### config.mk
export PLATFORM = sky130hd
export DESIGN_NAME = kbrf_core
export DESIGN_NICKNAME = d
export VERILOG_FILES = /design/src/core/kbrf_pkg.sv /design/src/core/kbrf_pm_if.sv /design/src/core/kbrf_core.sv /design/src/core/kbrf_pm_map.sv
export VERILOG_INCLUDE_DIRS = /design/src /design/src/core
export SDC_FILE = /design/constraint.sdc
export NUM_CORES = 2
export LEC_CHECK = 0
export BUFFER_PORTS_ARGS = -buffer_cell sky130_fd_sc_hd__buf_2
export CAP_MARGIN = 20
export CORE_UTILIZATION = 65
export DETAILED_ROUTE_END_ITERATION = 16
export PLACE_DENSITY = 0.81
export SLEW_MARGIN = 0
export SYNTH_ARGS = -nofsm -noshare
export SYNTH_HDL_FRONTEND = slang
export SYNTH_SLANG_ARGS = --single-unit
### constraint.sdc
create_clock -name clk_sys -period 4.85 [get_ports clk_sys]
set_input_delay 0.2425 -clock clk_sys [delete_from_list [all_inputs] [get_ports clk_sys]]
set_output_delay 0.2425 -clock clk_sys [all_outputs]
set_load 0.05 [all_outputs]
### src/core/kbrf_cfg.svh
// Address map, reset values and program map limits of the keyboard register file
`ifndef KBRF_CFG_SVH
`define KBRF_CFG_SVH
`define KBRF_PORT0_ADDR     8'h00
`define KBRF_PORT1_ADDR     8'h01
`define KBRF_PORT2_ADDR     8'h02
`define KBRF_PORT3_ADDR     8'h03
`define KBRF_GPR_LO         8'h04
`define KBRF_GPR_HI         8'hbf
`define KBRF_CTL_LO         8'hf0
`define KBRF_P2MODE_ADDR    8'hf6
`define KBRF_IRQEN_ADDR     8'hfb
`define KBRF_RP_ADDR        8'hfd
`define KBRF_UNIMP_VALUE    8'hff
`define KBRF_PORT_RST       8'hff
`define KBRF_P2MODE_RST     8'hff
`define KBRF_IRQEN_RST      8'h00
`define KBRF_RP_RST         8'h00
`define KBRF_GPR_COUNT      188
`define KBRF_CTL_COUNT      16
`define KBRF_VEC_END        16'h000c
`define KBRF_ROM_TOP        16'h0fff
`endif

### src/core/kbrf_pkg.sv
// Types shared by the keyboard register file modules
package kbrf_pkg;
  typedef logic [7:0] kbrf_addr_t;  // Register file address
  typedef logic [7:0] kbrf_byte_t;  // Register data
  typedef logic [15:0] kbrf_pc_t;   // Program address
  // Kind of a program address
  typedef enum logic [1:0] {
    KBRF_PM_VECTOR   = 2'b00,
    KBRF_PM_ROM      = 2'b01,
    KBRF_PM_RESERVED = 2'b11
  } kbrf_pm_e;
endpackage

### src/core/kbrf_pm_if.sv
// Program fetch request and classification between core and map decoder
interface kbrf_pm_if;
  logic              [15:0] pc;         // Program counter value
  kbrf_pkg::kbrf_pm_e       kind;       // Region of that address
  logic                     rom_hit;    // Address is fetchable
  modport core (output pc, input kind, input rom_hit);
  modport map  (input pc, output kind, output rom_hit);
endinterface

### src/core/kbrf_core.sv
// Register file, program memory map and I/O ports of the keyboard controller
`include "kbrf_cfg.svh"
module kbrf_core #(
  parameter logic [15:0] ROM_TOP = `KBRF_ROM_TOP
) (
  // Clock and reset
  input  wire logic        clk_sys,
  input  wire logic        rst,
  input  wire logic        stop_recovery,
  input  wire logic        test_clock_enable,
  // Register access from the CPU
  input  wire logic        reg_wr,
  input  wire logic        reg_short,
  input  wire logic [7:0]  reg_addr,
  input  wire logic [7:0]  reg_wdata,
  output logic      [7:0]  reg_rdata,
  output logic      [7:0]  reg_resolved,
  // Program fetch
  input  wire logic [15:0] fetch_pc,
  output logic      [1:0]  fetch_kind,
  output logic             fetch_valid,
  // Pins
  output logic      [7:0]  first_open_drain_port_oe_n,
  output logic      [7:0]  second_open_drain_port_oe_n,
  input  wire logic [7:0]  mixed_direction_port_in,
  output logic      [7:0]  mixed_direction_port_out,
  output logic      [7:0]  mixed_direction_port_oe_n,
  input  wire logic [3:0]  port3_fixed_inputs,
  output logic      [3:0]  port3_fixed_outputs,
  output logic      [3:0]  external_interrupt_requests,
  output logic             test_clock_output
);
  kbrf_pm_if pm ();  // Fetch path to the decoder

  // Program map decoder
  kbrf_pm_map #(.ROM_TOP(ROM_TOP)) u_map (.pm(pm));
  assign pm.pc       = fetch_pc;
  assign fetch_kind  = pm.kind;
  assign fetch_valid = pm.rom_hit;

  // Working register resolution: group bits above the operand
  function automatic logic [7:0] resolve(input logic [7:0] rp, input logic [7:0] a,
                                         input logic s);
    resolve = s ? {rp[7:4], a[3:0]} : a;
  endfunction

  // Address class helpers
  function automatic logic is_gpr(input logic [7:0] a);
    is_gpr = (a >= `KBRF_GPR_LO) && (a <= `KBRF_GPR_HI);
  endfunction

  logic [7:0] p0_q, p0_d;      // Port 0 latch
  logic [7:0] p1_q, p1_d;      // Port 1 latch
  logic [7:0] p2_q, p2_d;      // Port 2 output latch
  logic [3:0] p3_q, p3_d;      // Port 3 output latch
  logic [7:0] p2m_q, p2m_d;    // Port 2 direction, 1 = input
  logic [7:0] irqen_q, irqen_d; // Port 3 interrupt enables
  logic [7:0] rp_q, rp_d;      // Register pointer
  logic [7:0] gpr_q [`KBRF_GPR_COUNT];  // General registers
  logic [7:0] p2_s1_q, p2_s2_q;         // Port 2 synchroniser
  logic [3:0] p3_s1_q, p3_s2_q;         // Port 3 synchroniser
  logic [3:0] p3_prev_q;                // Edge detect history
  logic       tce_s1_q, tce_s2_q;       // Test strap synchroniser
  logic [7:0] addr;                     // Resolved address

  assign addr         = resolve(rp_q, reg_addr, reg_short);
  assign reg_resolved = addr;

  // Pin synchronisers; first stage feeds only the second
  always_ff @(posedge clk_sys) begin
    p2_s1_q   <= mixed_direction_port_in;
    p2_s2_q   <= p2_s1_q;
    p3_s1_q   <= port3_fixed_inputs;
    p3_s2_q   <= p3_s1_q;
    tce_s1_q  <= test_clock_enable;
    tce_s2_q  <= tce_s1_q;
    p3_prev_q <= rst ? 4'hf : p3_s2_q;
  end

  // Next values of the control and port registers
  always_comb begin
    p0_d = p0_q;
    p1_d = p1_q;
    p2_d = p2_q;
    p3_d = p3_q;
    p2m_d = p2m_q;
    irqen_d = irqen_q;
    rp_d = rp_q;
    if (reg_wr) begin
      case (addr)
        `KBRF_PORT0_ADDR:  p0_d = reg_wdata;
        `KBRF_PORT1_ADDR:  p1_d = reg_wdata;
        `KBRF_PORT2_ADDR:  p2_d = reg_wdata;
        `KBRF_PORT3_ADDR:  p3_d = reg_wdata[7:4];
        `KBRF_P2MODE_ADDR: p2m_d = {reg_wdata[7:4], 4'hf};
        `KBRF_IRQEN_ADDR:  irqen_d = {4'h0, reg_wdata[3:0]};
        `KBRF_RP_ADDR:     rp_d = reg_wdata;
        default: ;  // Unimplemented writes vanish
      endcase
    end
  end

  // Registers; pointer and GPRs kept across stop recovery
  always_ff @(posedge clk_sys) begin
    if (rst) begin
      p0_q    <= `KBRF_PORT_RST;
      p1_q    <= `KBRF_PORT_RST;
      p2_q    <= `KBRF_PORT_RST;
      p3_q    <= 4'hf;
      p2m_q   <= `KBRF_P2MODE_RST;
      irqen_q <= `KBRF_IRQEN_RST;
      rp_q    <= `KBRF_RP_RST;
    end else if (stop_recovery) begin
      // Ports and modes reinitialised, pointer retained
      p0_q    <= `KBRF_PORT_RST;
      p1_q    <= `KBRF_PORT_RST;
      p2_q    <= `KBRF_PORT_RST;
      p3_q    <= 4'hf;
      p2m_q   <= `KBRF_P2MODE_RST;
      irqen_q <= `KBRF_IRQEN_RST;
      rp_q    <= rp_q;
    end else begin
      p0_q    <= p0_d;
      p1_q    <= p1_d;
      p2_q    <= p2_d;
      p3_q    <= p3_d;
      p2m_q   <= p2m_d;
      irqen_q <= irqen_d;
      rp_q    <= rp_d;
    end
  end

  // General registers: no reset, so contents survive recovery
  always_ff @(posedge clk_sys) begin
    if (reg_wr && is_gpr(addr)) begin
      gpr_q[addr - `KBRF_GPR_LO] <= reg_wdata;
    end
  end

  // Read multiplexer
  always_comb begin
    reg_rdata = `KBRF_UNIMP_VALUE;
    if (is_gpr(addr)) begin
      reg_rdata = gpr_q[addr - `KBRF_GPR_LO];
    end else begin
      case (addr)
        `KBRF_PORT0_ADDR:  reg_rdata = p0_q;
        `KBRF_PORT1_ADDR:  reg_rdata = p1_q;
        // Input lines show the pin, outputs their latch
        `KBRF_PORT2_ADDR:  reg_rdata = (p2_s2_q & p2m_q) | (p2_q & ~p2m_q);
        `KBRF_PORT3_ADDR:  reg_rdata = {p3_q, p3_s2_q};
        `KBRF_IRQEN_ADDR:  reg_rdata = irqen_q;
        `KBRF_RP_ADDR:     reg_rdata = rp_q;
        default:           reg_rdata = `KBRF_UNIMP_VALUE;
      endcase
    end
  end

  // Open drain: enable low pulls the line low
  assign first_open_drain_port_oe_n  = p0_q;
  assign second_open_drain_port_oe_n = p1_q;
  assign mixed_direction_port_out    = p2_q;
  // Lines 3..0 never driven
  assign mixed_direction_port_oe_n   = p2m_q | 8'h0f;
  assign port3_fixed_outputs         = p3_q;
  // Falling edge on enabled input raises a request pulse
  always_ff @(posedge clk_sys) begin
    external_interrupt_requests <= rst ? 4'h0 : (p3_prev_q & ~p3_s2_q & irqen_q[3:0]);
  end
  // Test clock only when strapped on; the strap is meant to stay put,
  // since a change close to a rising edge can clip one high phase
  assign test_clock_output = clk_sys & tce_s2_q;

  // Pointer keeps its value through stop recovery
  chk_rp_retained : assert property (@(posedge clk_sys) disable iff (rst)
    stop_recovery |=> rp_q == $past(rp_q)) else $error("pointer lost");
  // Short operand lands inside the pointer's group
  chk_short_group : assert property (@(posedge clk_sys) disable iff (rst)
    reg_short |-> reg_resolved[7:4] == rp_q[7:4] && reg_resolved[3:0] == reg_addr[3:0])
    else $error("bad working register");
  // Low port 2 lines never driven
  chk_p2_inputs : assert property (@(posedge clk_sys) disable iff (rst)
    mixed_direction_port_oe_n[3:0] == 4'hf) else $error("input line driven");
  // Unimplemented hole reads constant
  chk_hole_read : assert property (@(posedge clk_sys) disable iff (rst)
    (addr > `KBRF_GPR_HI && addr < `KBRF_CTL_LO) |-> reg_rdata == `KBRF_UNIMP_VALUE)
    else $error("hole not constant");
  // Port 0 write reaches pins next cycle
  chk_p0_write : assert property (@(posedge clk_sys) disable iff (rst)
    (reg_wr && addr == `KBRF_PORT0_ADDR && !stop_recovery)
    |=> first_open_drain_port_oe_n == $past(reg_wdata)) else $error("port0 stale");
  // Port 1 write reaches pins next cycle
  chk_p1_write : assert property (@(posedge clk_sys) disable iff (rst)
    (reg_wr && addr == `KBRF_PORT1_ADDR && !stop_recovery)
    |=> second_open_drain_port_oe_n == $past(reg_wdata)) else $error("port1 stale");
  // Vector area covers bytes 0..11
  chk_vector_area : assert property (@(posedge clk_sys) disable iff (rst)
    (fetch_pc < `KBRF_VEC_END) |-> fetch_kind == kbrf_pkg::KBRF_PM_VECTOR)
    else $error("vector decode");
  // Request needs an enabled line
  chk_irq_enable : assert property (@(posedge clk_sys) disable iff (rst)
    (external_interrupt_requests & ~$past(irqen_q[3:0])) == 4'h0)
    else $error("masked request");
  // A request lasts one cycle only, so a held low line asks once
  chk_irq_single : assert property (@(posedge clk_sys) disable iff (rst)
    (external_interrupt_requests & $past(external_interrupt_requests)) == 4'h0)
    else $error("request stuck");
  // Mode write sets the drive of lines 7..4 next cycle, low lines stay released
  chk_p2_mode_write : assert property (@(posedge clk_sys) disable iff (rst)
    (reg_wr && addr == `KBRF_P2MODE_ADDR && !stop_recovery)
    |=> mixed_direction_port_oe_n == {$past(reg_wdata[7:4]), 4'hf})
    else $error("mode stale");
endmodule

### src/core/kbrf_pm_map.sv
// Program memory map decoder: vectors, mask ROM, reserved area
`include "kbrf_cfg.svh"
module kbrf_pm_map #(
  parameter logic [15:0] ROM_TOP = `KBRF_ROM_TOP
) (
  // Fetch side
  kbrf_pm_if.map pm
);
  // Classify the program address
  always_comb begin
    if (pm.pc < `KBRF_VEC_END) begin
      pm.kind = kbrf_pkg::KBRF_PM_VECTOR;
    end else if (pm.pc <= ROM_TOP) begin
      pm.kind = kbrf_pkg::KBRF_PM_ROM;
    end else begin
      pm.kind = kbrf_pkg::KBRF_PM_RESERVED;
    end
    pm.rom_hit = (pm.pc <= ROM_TOP);
  end
endmodule

After elaboration in Yosys (flattened, before gate mapping):

Memories as Yosys holds them, arrays and structs flattened.
Cells that the tools add are included.

* add/sub/neg operators: 1
* $lt $le $gt $ge: 4
* equality and inequality tests: 6
* mux-type cells: 7
* bitwise logic cells: 9
* reduce and logical (&&, ||, !) cells: 11

Operator list (number)
* $pmux 8 s6: 1
* $eq 8x8->1 const B: 3
* $and 8x8->8: 2
* $eq 8x2->1 const B: 2
* $le 16x12->1 const B: 1
* $lt 16x4->1 const B: 1
* $mux 8: 2
* $reduce_and 2->1: 6
* $and 4x4->4: 2
* $eq 8x1->1 const B: 1
* $ge 8x3->1 const B: 1
* $le 8x8->1 const B: 1
* $logic_not 8->1: 1
* $not 8->8: 1
* $or 8x8->8: 1
* $sub 8x3->8 const B: 1
* $mux 2: 2
* $not 4->4: 1
* $reduce_and 3->1: 1
* $logic_and 1x1->1: 2
* $mux 1: 2
* $reduce_or 2->1: 1
* $and 1x1->1: 1
* $not 1->1: 1

* flip-flop bits (word level): 78
* memory bits (writable): 1504
* bits of input ports: 50
* output and inout port bits: 60
* memories: 1

Memory list
* gpr_q: depth 188, bits a word 8, read ports 1, clocked after Yosys merged registers in 0, write ports 1, line kbrf_core.sv:59 `` logic [7:0] gpr_q [`KBRF_GPR_COUNT]; ``

Logic depth before layout (Yosys ltp):

* word-level depth: 6
* mapped depth: 13
* mapped depth without buffers: 9

Hierarchy:

A second synthesis with hierarchy kept.

* cell total of the unflattened synthesis: 3039
* area, all modules: 61925.6 sq um

Modules (own cells, without submodules)
* kbrf_core: instances 1, cells an instance 3033, area each 61886.9 sq um, seq. area each 46724.8 sq um
* kbrf_pm_map: instances 1, cells an instance 6, area each 38.8 sq um, seq. area each 0.0 sq um

==> qor.txt <==
Status - finished, violations left
Violations in the final reports - negative setup slack
Placement-stage cell area - 0.0637 sq mm
Placement-stage worst setup slack - 462 ps
Final total negative setup slack - -217 ps
Top-area cell type share of the netlist area - 73.9%
Remaining max-slew budget at the tightest pin - 19.4%
Synthesized area per cell - 21.0 sq um
Clk Latency, worst-skew pair - 880 ps
Final-report setup violation count - 2
Number of fill cells in the layout - 4747
Maximum VDD drop - 373 uV
Number of antenna violations at the first check in global routing - 6
Tcrit/Tclk final - 103%
Max-cap violation count - 0
Tmin final - 5010 ps
Share of cells above drive strength 1 - 27.3%
Setup repair after global routing missed its margin - false
Ys flop type - sky130_fd_sc_hd__edfxtp_1
Core ar. - 0.0932 sq mm
Reg2Reg Setup Slack - 840 ps
Drc violations - 0
First-pass GRT wire length - 233 mm
Distinct cells, synth - 64
Class of the most critical hold timing path - in2reg
Total number of placement rows - 112
Clock transition at the registers of the reported paths - 60 ps
Crit. End Element - output pin
Count of pins over their slew limit - 0
Routed vias - 33.0k
Cell area after synthesis - 0.0612 sq mm
Type of element launching the critical path - register
Most frequently used cell type in the post-synthesis netlist - sky130_fd_sc_hd__edfxtp_1
Worst Tran Pin Value - 1200 ps
EDFF count, synth - 1504
Die H - 309 um
# IOs - 110
Origin of the worst min-delay path - reg_wdata[4]
Type of the worst setup path - reg2out
Maximum number of pins on one net before global-route repair - 131
Flip-flop and latch count after synthesis - 1582
Async set-or-reset flop fraction in the synthesized netlist - 0%
Share of synthesized area occupied by flip-flops and latches - 76.4%
Post-DR wirelength/cell - 35.9 um
Overall die width - 309 um
Vias/cell - 7.25
Critical Path AT - 4770 ps
RR Startpoint - rp_q[7]
Total detailed-routing wirelength - 163 mm
YS warnings - 0
Pwr Density - 412 mW/mm^2
Global-route total usage across every layer - 35.1%
Final Hold Viols - 0
Commonest cells in the synthesized netlist - 1504 x sky130_fd_sc_hd__edfxtp_1, 404 x sky130_fd_sc_hd__mux4_2, 221 x sky130_fd_sc_hd__nor2_1, 110 x sky130_fd_sc_hd__nand2_1, 78 x sky130_fd_sc_hd__dfxtp_1
Post-synthesis cell type with the largest combined area - sky130_fd_sc_hd__edfxtp_1
Final std cell area, no fill - 0.0689 sq mm
Leakage Power - 0.0219 uW
Count of routing violations after the opening detailed-route iteration - 5548
Buffers added on ports - 103
Maximum fanout along the worst path - 13
ANT nets after route - 0
Endpoint required time on the critical path - 4610 ps
Largest cells by area after synthesis - sky130_fd_sc_hd__edfxtp_1 74%, sky130_fd_sc_hd__mux4_2 15%, sky130_fd_sc_hd__dfxtp_1 2.6%
Count of cells along the worst hold path - 1
Aggregate global routing overflow - 0
Number of cells on the worst reg-to-reg path - 8
Detailed-routing iteration count for the pre-antenna-repair pass - 12
Max Clock Skew - 26.4 ps
Count of mapped cells out of synthesis - 2917
Maximum clock rate - 200 MHz
Final worst-path setup slack - -160 ps
Endpoint of the worst register-to-register path - gpr_q[184][2]
Final RePlAce weighted congestion - 0.989
Post-CTS setup buffer count - 0
TritonCTS clock tree - done
Endpoint of the worst hold-timing path - gpr_q[176][4]
Starting density of the core - 65.6%
Overall die area - 0.0953 sq mm
Final nets - 3234
Sum of net half-perimeters after detailed placement - 93.7 mm
Area Overhead vs Synth - 12.6%
Via count of the first global-routing pass - 33.4k
[registers in the layout, indices dropped and copies added (netlist names), 8 cells and up]
| register | cells |
|---|---|
| rp_q | 8 |
| first_open_drain_port_oe_n | 8 |
| mixed_direction_port_out | 8 |
| p2_s2_q | 8 |
| second_open_drain_port_oe_n | 8 |
| p2_s1_q | 8 |
| gpr_q | 1504 |
[worst max-delay path: stages (launching register included)]
cell,delay [ps]
sky130_fd_sc_hd__dfxtp_1,430
sky130_fd_sc_hd__mux2i_4,170
sky130_fd_sc_hd__xnor2_2,910
sky130_fd_sc_hd__buf_4,430
sky130_fd_sc_hd__a221oi_1,110
sky130_fd_sc_hd__o21ai_0,220
sky130_fd_sc_hd__o2111ai_1,380
sky130_fd_sc_hd__and4_1,330
sky130_fd_sc_hd__a31oi_1,520
sky130_fd_sc_hd__buf_2,390
[what timing repair did]
item / CTS / global route
hold buffers: 34 / 0
endpoints found under the hold margin: 472 / 0
setup endpoints to repair: 4 / 4
pin swaps: 0 / 0
resized for setup: 1 / 5
[power by group]
group	internal [uW]	switching [uW]
clock	6470	5060
combinational	641	1230
sequential	15000	18.3
[worst max-delay path by stage]
| stage | start | endpoint | slack (ps) | cells after the start |
|---|---|---|---|---|
| finish | rp_q[4] | reg_rdata[2] | -160 | 9 |
| global route | rp_q[4] | reg_rdata[1] | 30 | 9 |
| CTS | rp_q[4] | reg_rdata[3] | 140 | 10 |
| detailed placement | reg_addr[2] | reg_rdata[3] | 460 | 11 |
| global placement | reg_addr[2] | reg_rdata[3] | 520 | 11 |
| floorplan | reg_addr[2] | reg_rdata[3] | 1140 | 12 |
[stage by stage]
stage	instances	utilization (%)	hold WS, ps	power [uW]
2_1_floorplan	2920	-	270	16300
3_3_place_gp	4241	68.4	310	17000
3_5_place_dp	4242	68.4	312	17100
4_1_cts	4547	73.9	2.46	28300
5_1_grt	4548	73.9	57.0	28900
6_report	4553	73.9	21.3	28400
[area by class of cell]
type / instances / area (sq um) / area share [%]
Antenna cell: 5 / 12.5 / 0.0182
Clock buffer: 197 / 4140 / 6.01
Clock inverter: 75 / 623 / 0.905
Inverter: 13 / 48.8 / 0.0708
Multi-Input combinational cell: 1143 / 13500 / 19.6
Sequential cell: 1582 / 46700 / 67.8
Tap cell: 1254 / 1570 / 2.28
Timing Repair Buffer: 284 / 2260 / 3.29
[metal layers]
layer	vias up	share of wire [%]	global-route usage (%)
li1	12700	-	-
met1	16700	32	44.7
met2	2986	48	56.0
met3	705	13	10.4
met4	2	6.0	16.8
met5	-	0.0067	0
[cells by family (layout without fill, tap and decap cells)]
kind of cell | Yosys count | in the layout | synth area share (%)
buffers and inverters | 195 | 569 | 1.66
adders and majority gates | 5 | 5 | 0.102
and+or+nand+nor | 429 | 429 | 2.96
DFF | 1582 | 1582 | 76.4
other | 1 | 9 | 0.00613
AOI/OAI and AO/OA | 240 | 240 | 2.95
muxes | 461 | 461 | 15.9
xor gates and xnor gates | 4 | 4 | 0.0573
[cells in the final DEF (no fill, tap or decap), types with 5 or more instances in the layout]
| master | instances |
|---|---|
| sky130_fd_sc_hd__o21ai_1 | 9 |
| sky130_fd_sc_hd__buf_6 | 9 |
| sky130_fd_sc_hd__clkbuf_16 | 159 |
| sky130_fd_sc_hd__nor2b_1 | 5 |
| sky130_fd_sc_hd__inv_6 | 7 |
| sky130_fd_sc_hd__edfxtp_1 | 1504 |
| sky130_fd_sc_hd__clkinv_1 | 22 |
| sky130_fd_sc_hd__buf_12 | 15 |
| sky130_fd_sc_hd__buf_2 | 85 |
| sky130_fd_sc_hd__a31oi_1 | 7 |
| sky130_fd_sc_hd__a22o_1 | 27 |
| sky130_fd_sc_hd__bufinv_16 | 8 |
| sky130_fd_sc_hd__a2111oi_0 | 5 |
| sky130_fd_sc_hd__diode_2 | 5 |
| sky130_fd_sc_hd__a21oi_1 | 30 |
| sky130_fd_sc_hd__a221oi_1 | 40 |
| sky130_fd_sc_hd__o221ai_1 | 12 |
| sky130_fd_sc_hd__or2_2 | 5 |
| sky130_fd_sc_hd__nor3_1 | 9 |
| sky130_fd_sc_hd__dfxtp_1 | 78 |
| sky130_fd_sc_hd__nor2_1 | 217 |
| sky130_fd_sc_hd__nand3_1 | 41 |
| sky130_fd_sc_hd__buf_4 | 139 |
| sky130_fd_sc_hd__o21ai_0 | 14 |
| sky130_fd_sc_hd__clkbuf_1 | 35 |
| sky130_fd_sc_hd__mux4_2 | 404 |
| sky130_fd_sc_hd__a22oi_1 | 45 |
| sky130_fd_sc_hd__nand2_1 | 109 |
| sky130_fd_sc_hd__dlygate4sd3_1 | 34 |
| sky130_fd_sc_hd__inv_1 | 12 |
| sky130_fd_sc_hd__and3_1 | 11 |
| sky130_fd_sc_hd__o22ai_1 | 15 |
| sky130_fd_sc_hd__mux2i_1 | 50 |
| sky130_fd_sc_hd__clkinv_2 | 31 |
| sky130_fd_sc_hd__a211oi_1 | 8 |
(Power assumes the default switching activity.)
